<file path="src/rtl/tcc_timer_map.vh">
// register map, field positions and reset values of the capture/compare timer
`ifndef TCC_TIMER_MAP_VH
`define TCC_TIMER_MAP_VH

// ==========================================================================
// register byte offsets
`define TCC_OFS_MODE       8'h00
`define TCC_OFS_CC_A       8'h04
`define TCC_OFS_CC_B       8'h08
`define TCC_OFS_COUNT      8'h0c
`define TCC_OFS_IRQ_STAT   8'h10
`define TCC_OFS_IRQ_MASK   8'h14

// ==========================================================================
// mode_control_reg fields
`define TCC_MODE_CAP_A     0
`define TCC_MODE_CAP_B     1
`define TCC_MODE_OP_LO     2
`define TCC_MODE_OP_HI     3
`define TCC_MODE_W         4

// ==========================================================================
// operating modes
`define TCC_OP_STOP        2'h0
`define TCC_OP_CLR_EDGE    2'h1
`define TCC_OP_FREE        2'h2
`define TCC_OP_CLR_MATCH   2'h3

// ==========================================================================
// interrupt status and mask fields
`define TCC_IRQ_MATCH_A    0
`define TCC_IRQ_MATCH_B    1
`define TCC_IRQ_CAP_A      2
`define TCC_IRQ_CAP_B      3
`define TCC_IRQ_W          4

// ==========================================================================
// reset values and counter limits
`define TCC_MODE_RST       4'h0
`define TCC_IRQ_RST        4'h0
`define TCC_CNT_ZERO       16'h0000
`define TCC_CNT_ONE        16'h0001
`define TCC_CNT_MAX        16'hffff

`endif

</file>
<file path="src/rtl/tcc_top.v">
// 16-bit timer with two capture/compare registers behind an apb slave
`timescale 1ns/1ps
`default_nettype none
`include "tcc_timer_map.vh"

module tcc_top #(
    parameter CW = 16
) (
    input  wire        pclk,
    input  wire        presetn,
    input  wire        ce,
    input  wire        psel,
    input  wire        penable,
    input  wire        pwrite,
    input  wire [7:0]  paddr,
    input  wire [31:0] pwdata,
    output wire [31:0] prdata,
    output wire        pready,
    output wire        pslverr,
    input  wire        edge_input_a,
    output wire        irq
);

    // ======================================================================
    // functions
    // registers narrower than the bus read back with zero upper bits
    function [31:0] pad_word;
        input [CW-1:0] v;
        begin
            pad_word = {{(32-CW){1'b0}}, v};
        end
    endfunction

    // offsets outside the map answer with pslverr
    function is_mapped;
        input [7:0] a;
        begin
            case (a)
                `TCC_OFS_MODE:     is_mapped = 1'b1;
                `TCC_OFS_CC_A:     is_mapped = 1'b1;
                `TCC_OFS_CC_B:     is_mapped = 1'b1;
                `TCC_OFS_COUNT:    is_mapped = 1'b1;
                `TCC_OFS_IRQ_STAT: is_mapped = 1'b1;
                `TCC_OFS_IRQ_MASK: is_mapped = 1'b1;
                default:           is_mapped = 1'b0;
            endcase
        end
    endfunction

    // ======================================================================
    // state
    // next values end in _d and are formed in the processes below
    reg [`TCC_MODE_W-1:0] mode_q;
    reg [`TCC_MODE_W-1:0] mode_d;
    reg [CW-1:0]          count_q;
    reg [CW-1:0]          count_d;
    reg                   wrapped_q;
    reg                   wrapped_d;
    reg [`TCC_IRQ_W-1:0]  stat_q;
    reg [`TCC_IRQ_W-1:0]  stat_d;
    reg [`TCC_IRQ_W-1:0]  mask_q;
    reg [`TCC_IRQ_W-1:0]  mask_d;
    reg                   irq_q;
    reg                   irq_d;
    reg [31:0]            prdata_q;
    reg [31:0]            prdata_d;
    reg                   pready_q;
    reg                   pready_d;
    reg                   pslverr_q;
    reg                   pslverr_d;

    // bus decode and channel results
    wire [1:0]    op_mode;
    wire          running;
    wire          cnt_edge;
    wire          acc;
    wire          answer;
    wire          wr_done;
    reg           wr_mode;
    reg           wr_cc_a;
    reg           wr_cc_b;
    reg           wr_stat;
    reg           wr_mask;
    wire [CW-1:0] cc_a_val;
    wire [CW-1:0] cc_b_val;
    wire          match_a;
    wire          match_b_irq;
    wire          cap_a;
    wire          cap_b;
    wire [`TCC_IRQ_W-1:0] events;

    assign op_mode = {mode_q[`TCC_MODE_OP_HI], mode_q[`TCC_MODE_OP_LO]};
    // any non-zero mode counts; the modes differ only in what clears the count
    assign running = (op_mode != `TCC_OP_STOP);

    // ======================================================================
    // apb slave: one wait state, pready from a flop
    assign acc     = psel & penable;
    // the answer waits one cycle so prdata and pready both leave flops
    assign answer  = acc & ~pready_q;
    assign wr_done = acc & pready_q & pwrite;

    // ======================================================================
    // register write strobes: at most one per transfer
    always @* begin
        wr_mode = 1'b0;
        wr_cc_a = 1'b0;
        wr_cc_b = 1'b0;
        wr_stat = 1'b0;
        wr_mask = 1'b0;
        if (wr_done) begin
            // count is read only and unmapped offsets raise no strobe
            case (paddr)
                `TCC_OFS_MODE:     wr_mode = 1'b1;
                `TCC_OFS_CC_A:     wr_cc_a = 1'b1;
                `TCC_OFS_CC_B:     wr_cc_b = 1'b1;
                `TCC_OFS_IRQ_STAT: wr_stat = 1'b1;
                `TCC_OFS_IRQ_MASK: wr_mask = 1'b1;
                default:           wr_mode = 1'b0;
            endcase
        end
    end

    // ======================================================================
    // edge input and capture/compare channels
    // the pin is asynchronous: nothing reads it before two flops
    tcc_sync u_sync_a (
        .pclk    (pclk),
        .presetn (presetn),
        .ce      (ce),
        .pin     (edge_input_a),
        .rise    (cnt_edge)
    );

    // the timer ignores the edge pin while stopped
    tcc_ccr #(.W(CW)) u_cc_a (
        .pclk     (pclk),
        .presetn  (presetn),
        .ce       (ce),
        .wr_en    (wr_cc_a),
        .wdata    (pwdata[CW-1:0]),
        .cap_mode (mode_q[`TCC_MODE_CAP_A]),
        .cap_trig (cnt_edge & running),
        .count    (count_q),
        .running  (running),
        .wrapped  (wrapped_q),
        .value    (cc_a_val),
        .match    (match_a),
        .captured (cap_a)
    );

    // register b is written freely; safe update is software's job
    tcc_ccr #(.W(CW)) u_cc_b (
        .pclk     (pclk),
        .presetn  (presetn),
        .ce       (ce),
        .wr_en    (wr_cc_b),
        .wdata    (pwdata[CW-1:0]),
        .cap_mode (mode_q[`TCC_MODE_CAP_B]),
        .cap_trig (cnt_edge & running),
        .count    (count_q),
        .running  (running),
        .wrapped  (wrapped_q),
        .value    (cc_b_val),
        .match    (match_b_irq),
        .captured (cap_b)
    );

    // ======================================================================
    // counter
    // the count advances only with ce high; stopped, it sits at zero
    always @* begin
        count_d   = count_q;
        wrapped_d = wrapped_q;
        if (!running) begin
            // stopped: hold at zero, register b may hold anything
            count_d   = `TCC_CNT_ZERO;
            wrapped_d = 1'b0;
        end else if ((op_mode == `TCC_OP_CLR_EDGE) && cnt_edge) begin
            // a clear is not an overflow: zero must not match b until the next wrap
            count_d   = `TCC_CNT_ZERO;
            wrapped_d = 1'b0;
        end else if ((op_mode == `TCC_OP_CLR_MATCH) && match_a) begin
            count_d   = `TCC_CNT_ZERO;
            wrapped_d = 1'b0;
        end else begin
            count_d = count_q + `TCC_CNT_ONE;
            if (count_q == `TCC_CNT_MAX) begin
                wrapped_d = 1'b1;
            end
        end
    end

    always @(posedge pclk or negedge presetn) begin
        if (!presetn) begin
            count_q   <= `TCC_CNT_ZERO;
            wrapped_q <= 1'b0;
        end else if (ce) begin
            count_q   <= count_d;
            wrapped_q <= wrapped_d;
        end
    end

    // ======================================================================
    // interrupt sources, in status bit order
    assign events = {cap_b, cap_a, match_b_irq, match_a};

    // ======================================================================
    // mode register and interrupt state

    always @* begin
        mode_d = mode_q;
        mask_d = mask_q;
        // reserved write bits fall outside the register widths and are dropped
        if (wr_mode) begin
            mode_d = pwdata[`TCC_MODE_W-1:0];
        end
        if (wr_mask) begin
            mask_d = pwdata[`TCC_IRQ_W-1:0];
        end
        // a new event beats a write-one-to-clear in the same cycle
        stat_d = stat_q;
        if (wr_stat) begin
            stat_d = stat_q & ~pwdata[`TCC_IRQ_W-1:0];
        end
        stat_d = stat_d | events;
        // irq follows the next status, so it is high in the cycle the status reads set
        irq_d  = |(stat_d & mask_d);
    end

    always @(posedge pclk or negedge presetn) begin
        if (!presetn) begin
            mode_q <= `TCC_MODE_RST;
            stat_q <= `TCC_IRQ_RST;
            mask_q <= `TCC_IRQ_RST;
            irq_q  <= 1'b0;
        end else if (ce) begin
            mode_q <= mode_d;
            stat_q <= stat_d;
            mask_q <= mask_d;
            irq_q  <= irq_d;
        end
    end

    // ======================================================================
    // read mux: a read colliding with a capture returns the old value
    always @* begin
        prdata_d  = 32'h0000_0000;
        pslverr_d = ~is_mapped(paddr);
        pready_d  = answer;
        // writes answer with zero data
        if (!pwrite) begin
            case (paddr)
                `TCC_OFS_MODE:     prdata_d = {28'h000_0000, mode_q};
                `TCC_OFS_CC_A:     prdata_d = pad_word(cc_a_val);
                `TCC_OFS_CC_B:     prdata_d = pad_word(cc_b_val);
                `TCC_OFS_COUNT:    prdata_d = pad_word(count_q);
                `TCC_OFS_IRQ_STAT: prdata_d = {28'h000_0000, stat_q};
                `TCC_OFS_IRQ_MASK: prdata_d = {28'h000_0000, mask_q};
                default:           prdata_d = 32'h0000_0000;
            endcase
        end
    end

    always @(posedge pclk or negedge presetn) begin
        if (!presetn) begin
            pready_q  <= 1'b0;
            prdata_q  <= 32'h0000_0000;
            pslverr_q <= 1'b0;
        end else if (ce) begin
            pready_q <= pready_d;
            // outside the answer cycle the bus reads zero, never a stale word
            if (answer) begin
                prdata_q  <= prdata_d;
                pslverr_q <= pslverr_d;
            end else begin
                prdata_q  <= 32'h0000_0000;
                pslverr_q <= 1'b0;
            end
        end
    end

    // ======================================================================
    // outputs
    // every output leaves a flop, so nothing combinational reaches the bus
    assign prdata  = prdata_q;
    assign pready  = pready_q;
    assign pslverr = pslverr_q;
    assign irq     = irq_q;

endmodule // tcc_top

`default_nettype wire

</file>
<file path="src/rtl/tcc_sync.v">
// two-flop synchroniser with rising-edge detect for an external pin
`timescale 1ns/1ps
`default_nettype none

module tcc_sync (
    input  wire pclk,
    input  wire presetn,
    input  wire ce,
    input  wire pin,
    output wire rise
);

    // ======================================================================
    // synchroniser: first flop feeds only the second
    reg meta_q;
    reg sync_q;
    reg last_q;

    always @(posedge pclk or negedge presetn) begin
        if (!presetn) begin
            meta_q <= 1'b0;
            sync_q <= 1'b0;
            last_q <= 1'b0;
        end else if (ce) begin
            meta_q <= pin;
            sync_q <= meta_q;
            last_q <= sync_q;
        end
    end

    assign rise = sync_q & ~last_q;

endmodule // tcc_sync

`default_nettype wire

</file>
<file path="src/rtl/tcc_ccr.v">
// one capture/compare register with its match detector
`timescale 1ns/1ps
`default_nettype none
`include "tcc_timer_map.vh"

module tcc_ccr #(
    parameter W = 16
) (
    input  wire         pclk,
    input  wire         presetn,
    input  wire         ce,
    input  wire         wr_en,
    input  wire [W-1:0] wdata,
    input  wire         cap_mode,
    input  wire         cap_trig,
    input  wire [W-1:0] count,
    input  wire         running,
    input  wire         wrapped,
    output wire [W-1:0] value,
    output wire         match,
    output wire         captured
);

    // ======================================================================
    // storage
    reg [W-1:0] value_q;

    // capture beats a coinciding write or read, so the edge is never lost
    assign captured = cap_mode & cap_trig;

    always @(posedge pclk or negedge presetn) begin
        if (!presetn) begin
            value_q <= {W{1'b0}};
        end else if (ce) begin
            if (captured) begin
                value_q <= count;
            end else if (wr_en) begin
                value_q <= wdata;
            end
        end
    end

    assign value = value_q;

    // ======================================================================
    // match on reaching the compare value; zero only counts after a wrap
    // plain equality, so a value below the count waits for the wrap
    assign match = running & ~cap_mode & (count == value_q) &
                   ((value_q != {W{1'b0}}) | wrapped);

endmodule // tcc_ccr

`default_nettype wire

</file>
<file path="config.mk">
export PLATFORM = sky130hd
export DESIGN_NAME = tcc_top
export DESIGN_NICKNAME = d
export VERILOG_FILES = /design/src/rtl/tcc_top.v /design/src/rtl/tcc_sync.v /design/src/rtl/tcc_ccr.v
export VERILOG_INCLUDE_DIRS = /design/src /design/src/rtl
export SDC_FILE = /design/constraint.sdc
export NUM_CORES = 1
export LEC_CHECK = 0
export BUFFER_PORTS_ARGS = -buffer_cell sky130_fd_sc_hd__buf_2
export CORE_MARGIN = 2
export CORE_UTILIZATION = 45
export DETAILED_ROUTE_END_ITERATION = 12
export GPL_ROUTABILITY_DRIVEN = 0
export PLACE_DENSITY = 0.66
export SYNTH_ARGS = -nofsm -noshare
export SYNTH_HDL_FRONTEND = slang
export SYNTH_SLANG_ARGS = --single-unit
</file>
<file path="constraint.sdc">
create_clock -name pclk -period 2.6 [get_ports pclk]
set_clock_uncertainty 0.1 [all_clocks]
set_input_delay 0.13 -clock pclk [delete_from_list [all_inputs] [get_ports pclk]]
set_output_delay 0.13 -clock pclk [all_outputs]
set_load 0.01 [all_outputs]
</file>
=== Yosys cells after proc, flatten, opt, wreduce, memory -nomap -nowiden ===
Index checks and enable logic that the tools add are counted.

* Bits in registers: 99
* Input bits: 47
* Output and inout bits: 35
* Word-level logic and storage cells: 93

* Add/subtract/negate cells: 1
* Equal/unequal tests: 11
* Muxes and demuxes: 28
* Bitwise operators: 25
* Reduce and logical (&&, ||, !) cells: 14

{| class="wikitable"
|+ Operator list
! cell !! count
|-
| $mux W16 || 8
|-
| $pmux W16 S6 || 1
|-
| $eq A16 B16 Y1 || 2
|-
| $mux W32 || 1
|-
| $reduce_bool A16 Y1 || 2
|-
| $add A16 B1 Y16 const B || 1
|-
| $eq A16 B16 Y1 const B || 1
|-
| $eq A8 B4 Y1 const B || 2
|-
| $eq A8 B5 Y1 const B || 2
|-
| $mux W1 || 16
|-
| $and A1 B1 Y1 || 14
|-
| $and A4 B4 Y4 || 2
|-
| $eq A8 B3 Y1 const B || 1
|-
| $logic_not A8 Y1 || 1
|-
| $mux W4 || 2
|-
| $reduce_and A2 Y1 || 4
|-
| $reduce_bool A2 Y1 || 3
|-
| $reduce_or A6 Y1 || 1
|-
| $not A1 Y1 || 5
|-
| $ne A4 B1 Y1 const B || 1
|-
| $not A4 Y4 || 1
|-
| $or A4 B4 Y4 || 1
|-
| $reduce_or A4 Y1 || 1
|-
| $eq A2 B1 Y1 const B || 1
|-
| other kinds (3) || 5
|}

=== Depth between registers and ports, before layout ===
* Depth after elaboration: 8
* Gate-level depth with buffers: 8
* Mapped depth without buffers: 6

=== Modules after synthesis ===
From an unflattened synthesis, not the netlist that was laid out.

* Cells, all modules: 460
* Area, all modules: 4704.5 µm²

{| class="wikitable"
|+ Modules (own cells, without submodules)
! module !! instances !! cells each !! area an instance (µm²) !! sequential area each (µm²)
|-
| tcc_top || 1 || 253 || 2652.5 || 1201.2
|-
| tcc_ccr || 2 || 100 || 968.4 || 400.4
|-
| tcc_sync || 1 || 7 || 115.1 || 75.1
|}

=== Worst setup path after synthesis ===
OpenSTA, ideal clock, no wires.

* Kind: flip-flop to flip-flop
* Start point: reg count_q[2]
* End point: reg wrapped_q
* Library setup time: 0.121 ns
* Arrival time: 1.795 ns
* Required time: 2.379 ns
* Slack: 0.584 ns
* Stages on the path, launching flop included: 9
* Path buffers: 2
* Period minus slack after synthesis: 2.016 ns
* Cells stage by stage: dfrtp_1 > buf_6 > xor2_1 > nor4_2 > o211ai_2 > o31ai_4 > and2_4 > buf_8 > nor2_1

* Longest elaborated chain between the ends: 7
* Elaborated cells between the ends (all ways): 10
* Classes of those cells: eq/ne: 3; mux: 3; bitwise: 2; reduce/logical: 2

{| class="wikitable"
|+ RTL lines
! what !! RTL line !! source
|-
| from (decl) || tcc_top.v:55 || <nowiki>reg [CW-1:0] count_q;</nowiki>
|-
| from (signal assigned) || tcc_top.v:196 || <nowiki>count_q <= `TCC_CNT_ZERO;</nowiki>
|-
| from (signal assigned) || tcc_top.v:199 || <nowiki>count_q <= count_d;</nowiki>
|-
| $eq A16 B16 Y1 || tcc_ccr.v:48 || <nowiki>assign match = running & ~cap_mode & (count == value_q) &</nowiki>
|-
| $and A1 B1 Y1 (2 in a row) || tcc_ccr.v:48 ||
|-
| $logic_and A1 B1 Y1 || tcc_top.v:183 || <nowiki>end else if ((op_mode == `TCC_OP_CLR_MATCH) && match_a) begin</nowiki>
|-
| $mux W1 || tcc_top.v:183 ||
|-
| $mux W1 || tcc_top.v:179 || <nowiki>end else if ((op_mode == `TCC_OP_CLR_EDGE) && cnt_edge) begin</nowiki>
|-
| $mux W1 || tcc_top.v:175 || <nowiki>if (!running) begin</nowiki>
|-
| to (signal assigned) || tcc_top.v:200 || <nowiki>wrapped_q <= wrapped_d;</nowiki>
|-
| to (decl) || tcc_top.v:57 || <nowiki>reg wrapped_q;</nowiki>
|}

Parallel ways exist; a longest one is shown, timed or not.
A chain may end at the register's enable or synchronous reset.

=== Worst setup path after layout ===
* Start point: reg count_q[0]
* End point: reg count_q[14]

* Longest elaborated chain between the ends: 7
* Elaborated cells between the ends (all ways): 8
* Classes of those cells: add/sub: 1; eq/ne: 1; mux: 3; bitwise: 2; reduce/logical: 1

{| class="wikitable"
|+ RTL lines
! what !! RTL line
|-
| branches (longest 4 deep; another with $add A16 B1 Y16) || -
|-
| $mux W16 * || tcc_top.v:183
|-
| $mux W16 * || tcc_top.v:179
|-
| $mux W16 * || tcc_top.v:175
|}

Mark *: on every way between the ends.

==> qor.yml <==
rsz0062_at_grt: "no"
route.detailed.drc: 0
n_antenna_cell: 0
fmax_mhz: 424.7
synth_seq_cells: 83
yosysMostFrequentCell: "dfrtp_1"
dp_cells: 674
wl_per_cell_um: 17.20
synth_flop_cell: "dfrtp_1"
period_share_pct: 90.55
utilization_pct: 52.12
io_buffers: 49
wl_mm: 12.20
cts_root_buffer: "clkbuf_8"
critPathKind: "flip-flop to flip-flop"
cts_tree: "yes"
die_area_um2: 11710
crit_path_start_kind: "flip-flop"
dieWidth_um: 108.2
hold_viol: 0
synth-edff-count: 0
worst_pin_slew_ns: 1.060
gr-total-overflow: 0
synth_cells: 504
setup_viol: 0
synth.area.top_cells: "dfrtp_1, mux2i_1, xor2_1"
nFillCells: 989
syn_to_final_growth_pct: 14.08
synth.top_cells.by_count: "dfrtp_1, nand2_1, nor2_1"
dr.pass1.iters: 4
m1WireLength_mm: 5.555
synth_top_area_share_pct: 42.50
initial_core_util_pct: 45.68
synth-seq-area-share_pct: 42.50
cts_buffers: 9
dp_slack_ns: 0.1928
row_count: 38
grt_use_total_pct: 22.41
arrival_ns: 2.52
status: "completed"
avgSynthCellArea_um2: 9.697
grt_pass1_vias: 3846
synthDistinctLibCells: 60
relSlewSlack_pct: 29.34
drive_gt1_share_pct: 20.91
total_power_uw: 2502
vias_per_cell: 5.511
synth_warnings: 0
p_per_area_nw_per_um2: 448.7
final.setup.tns_ns: 0
core_um2: 10700
async_flop_share_pct: 100.0
clk_pin_slew_worst_paths_ns: 0.10
first_iter_violations: 201
nets: 612
grt_antenna_before_repair: 0
dr_total_vias: 3907
cap_violations: 0
cp-end-kind: "flip-flop"
layoutNonFillerInstCount: 709
routed-wl-met3_um: 487
layout_min_cycle_time_ns: 2.354
crit_fanout: 11
hp-class: "input port to flip-flop"
cts_max_level: 3
slowest_stage: "dfrtp_1"
cts_buffer_depth: 2
seq_area_um2: 2077
postCtsSetupBuffers: 0
die_y_um: 108.2
clock-sinks: 83
vdd_ir_drop_max_mv: 0.2330
multi_input_area_um2: 2521
top_layer: "met4"
p_leak_uw: 0.002709
ios: 82
grt_pass1_wl_mm: 20.02
drv_slew: 0
dp_hpwl_mm: 8.795
slowest_delay_ns: 0.49
wl_met2_mm: 5.920
setup_ws_ns: 0.2456
netlist_area_um2: 4887
ant_nets: 0
yosys.area.top_type: "dfrtp_1"
insertion_delay_ns: 0.38
worstPathRequired_ns: 2.76
crit_chain: "xor2_1, nor4_1, nand3_1, o31ai_4, and2_4, nor2_1"
grt_max_degree: 84
final timing paths:
| path | slack [ns] | start | endpoint | cells past startpoint |
|---|---|---|---|---|
| max in group asynchronous | 1.34 | presetn | u_cc_a.value[4] | 2 |
| max | 0.25 | count_q[0] | count_q[14] | 6 |
| max reg2reg | 0.25 | count_q[0] | count_q[14] | 6 |
| min in group asynchronous | 0.39 | presetn | mask_q[1] | 2 |
| min reg2reg | 0.39 | prdata[4] | prdata[4] | 1 |
| min | 0.005 | ce | pready | 2 |
cell families (layout without fill, tap and decap cells):
family	count (synthesis)	count (layout)	share of synthesized area, %
and+or+nand+nor	150	150	15.36
AOI/OAI and AO/OA	113	113	14.85
DFF	83	83	42.50
buffers and inverters	62	112	7.296
muxes	52	52	12.14
xor gates and xnor gates	42	42	7.527
adders and majority gates	1	1	0.2560
other	1	16	0.07673
registers in the layout, summed over array words and instances (netlist names), 4 cells and up:
| name | flops |
|---|---|
| count_q | 16 |
| mask_q | 4 |
| stat_q | 4 |
| u_cc_a.value | 16 |
| mode_q | 4 |
| prdata | 16 |
| u_cc_b.value | 16 |
through the flow:
step / hold slack [ns] / area (um^2)
after floorplan: -0.2656 / 4943
after global placement: 0.2668 / 5190
after detailed placement: 0.2679 / 5190
after CTS: 0.006823 / 5568
after global routing: 0.008403 / 5575
final: 0.005238 / 5575
cell type report:
class | count | share of cell area (%)
multi-input combinational | 374 | 45.22
sequential | 83 | 37.25
timing repair buffer | 87 | 10.41
tap | 140 | 3.142
clock buffer | 9 | 2.222
clock inverter | 7 | 1.145
inverter | 9 | 0.6059
cell usage in the layout (no fill, tap or decap), types with 3 or more instances in the layout:
cell           count
clkbuf_8           9
buf_4             20
a22o_1             5
o21ai_1            3
o21ai_0           36
xnor2_1            5
nor2_1            41
nand3_1            9
inv_6              3
nand4_1            7
buf_2             48
o2bb2ai_1         14
and3_1             3
dlygate4sd3_1     19
xor2_1            37
nor3_1             6
mux2_2            15
a21oi_1           28
conb_1            16
or3_1              3
a22oi_1           12
nand2_1           49
mux4_2             3
mux2i_1           33
dfrtp_1           83
inv_1              9
nand4b_1           3
nor4_1            11
routing by layer:
metal | track usage (%) | vias up
li1 | - | 1873
met1 | 29.30 | 1920
met2 | 37.29 | 94
met3 | 3.978 | 20
met4 | 8.333 | 0
met5 | 0 | -
worst max-delay path: cells and delay by family (launching register included):
family          cells  cell delay, ns
flops               1            0.49
simple gates        4            1.02
xor+xnor            1            0.22
compound gates      1            0.42
repair_timing:
action | 4_1_cts | 5_1_grt
setup endpoints to repair | 0 | 5
resized for setup | 0 | 1
hold buffers | 19 | 0
hold endpoints to repair | 114 | 0
report_power, final:
part | internal (uW) | total [uW] | leakage, uW | switching, uW
Sequential | 1320 | 1350 | 0.00112 | 29.9
Clock | 370 | 909 | 0.0000907 | 539
Combinational | 101 | 243 | 0.00150 | 143
Note: power is estimated with default switching activity, not from simulation.
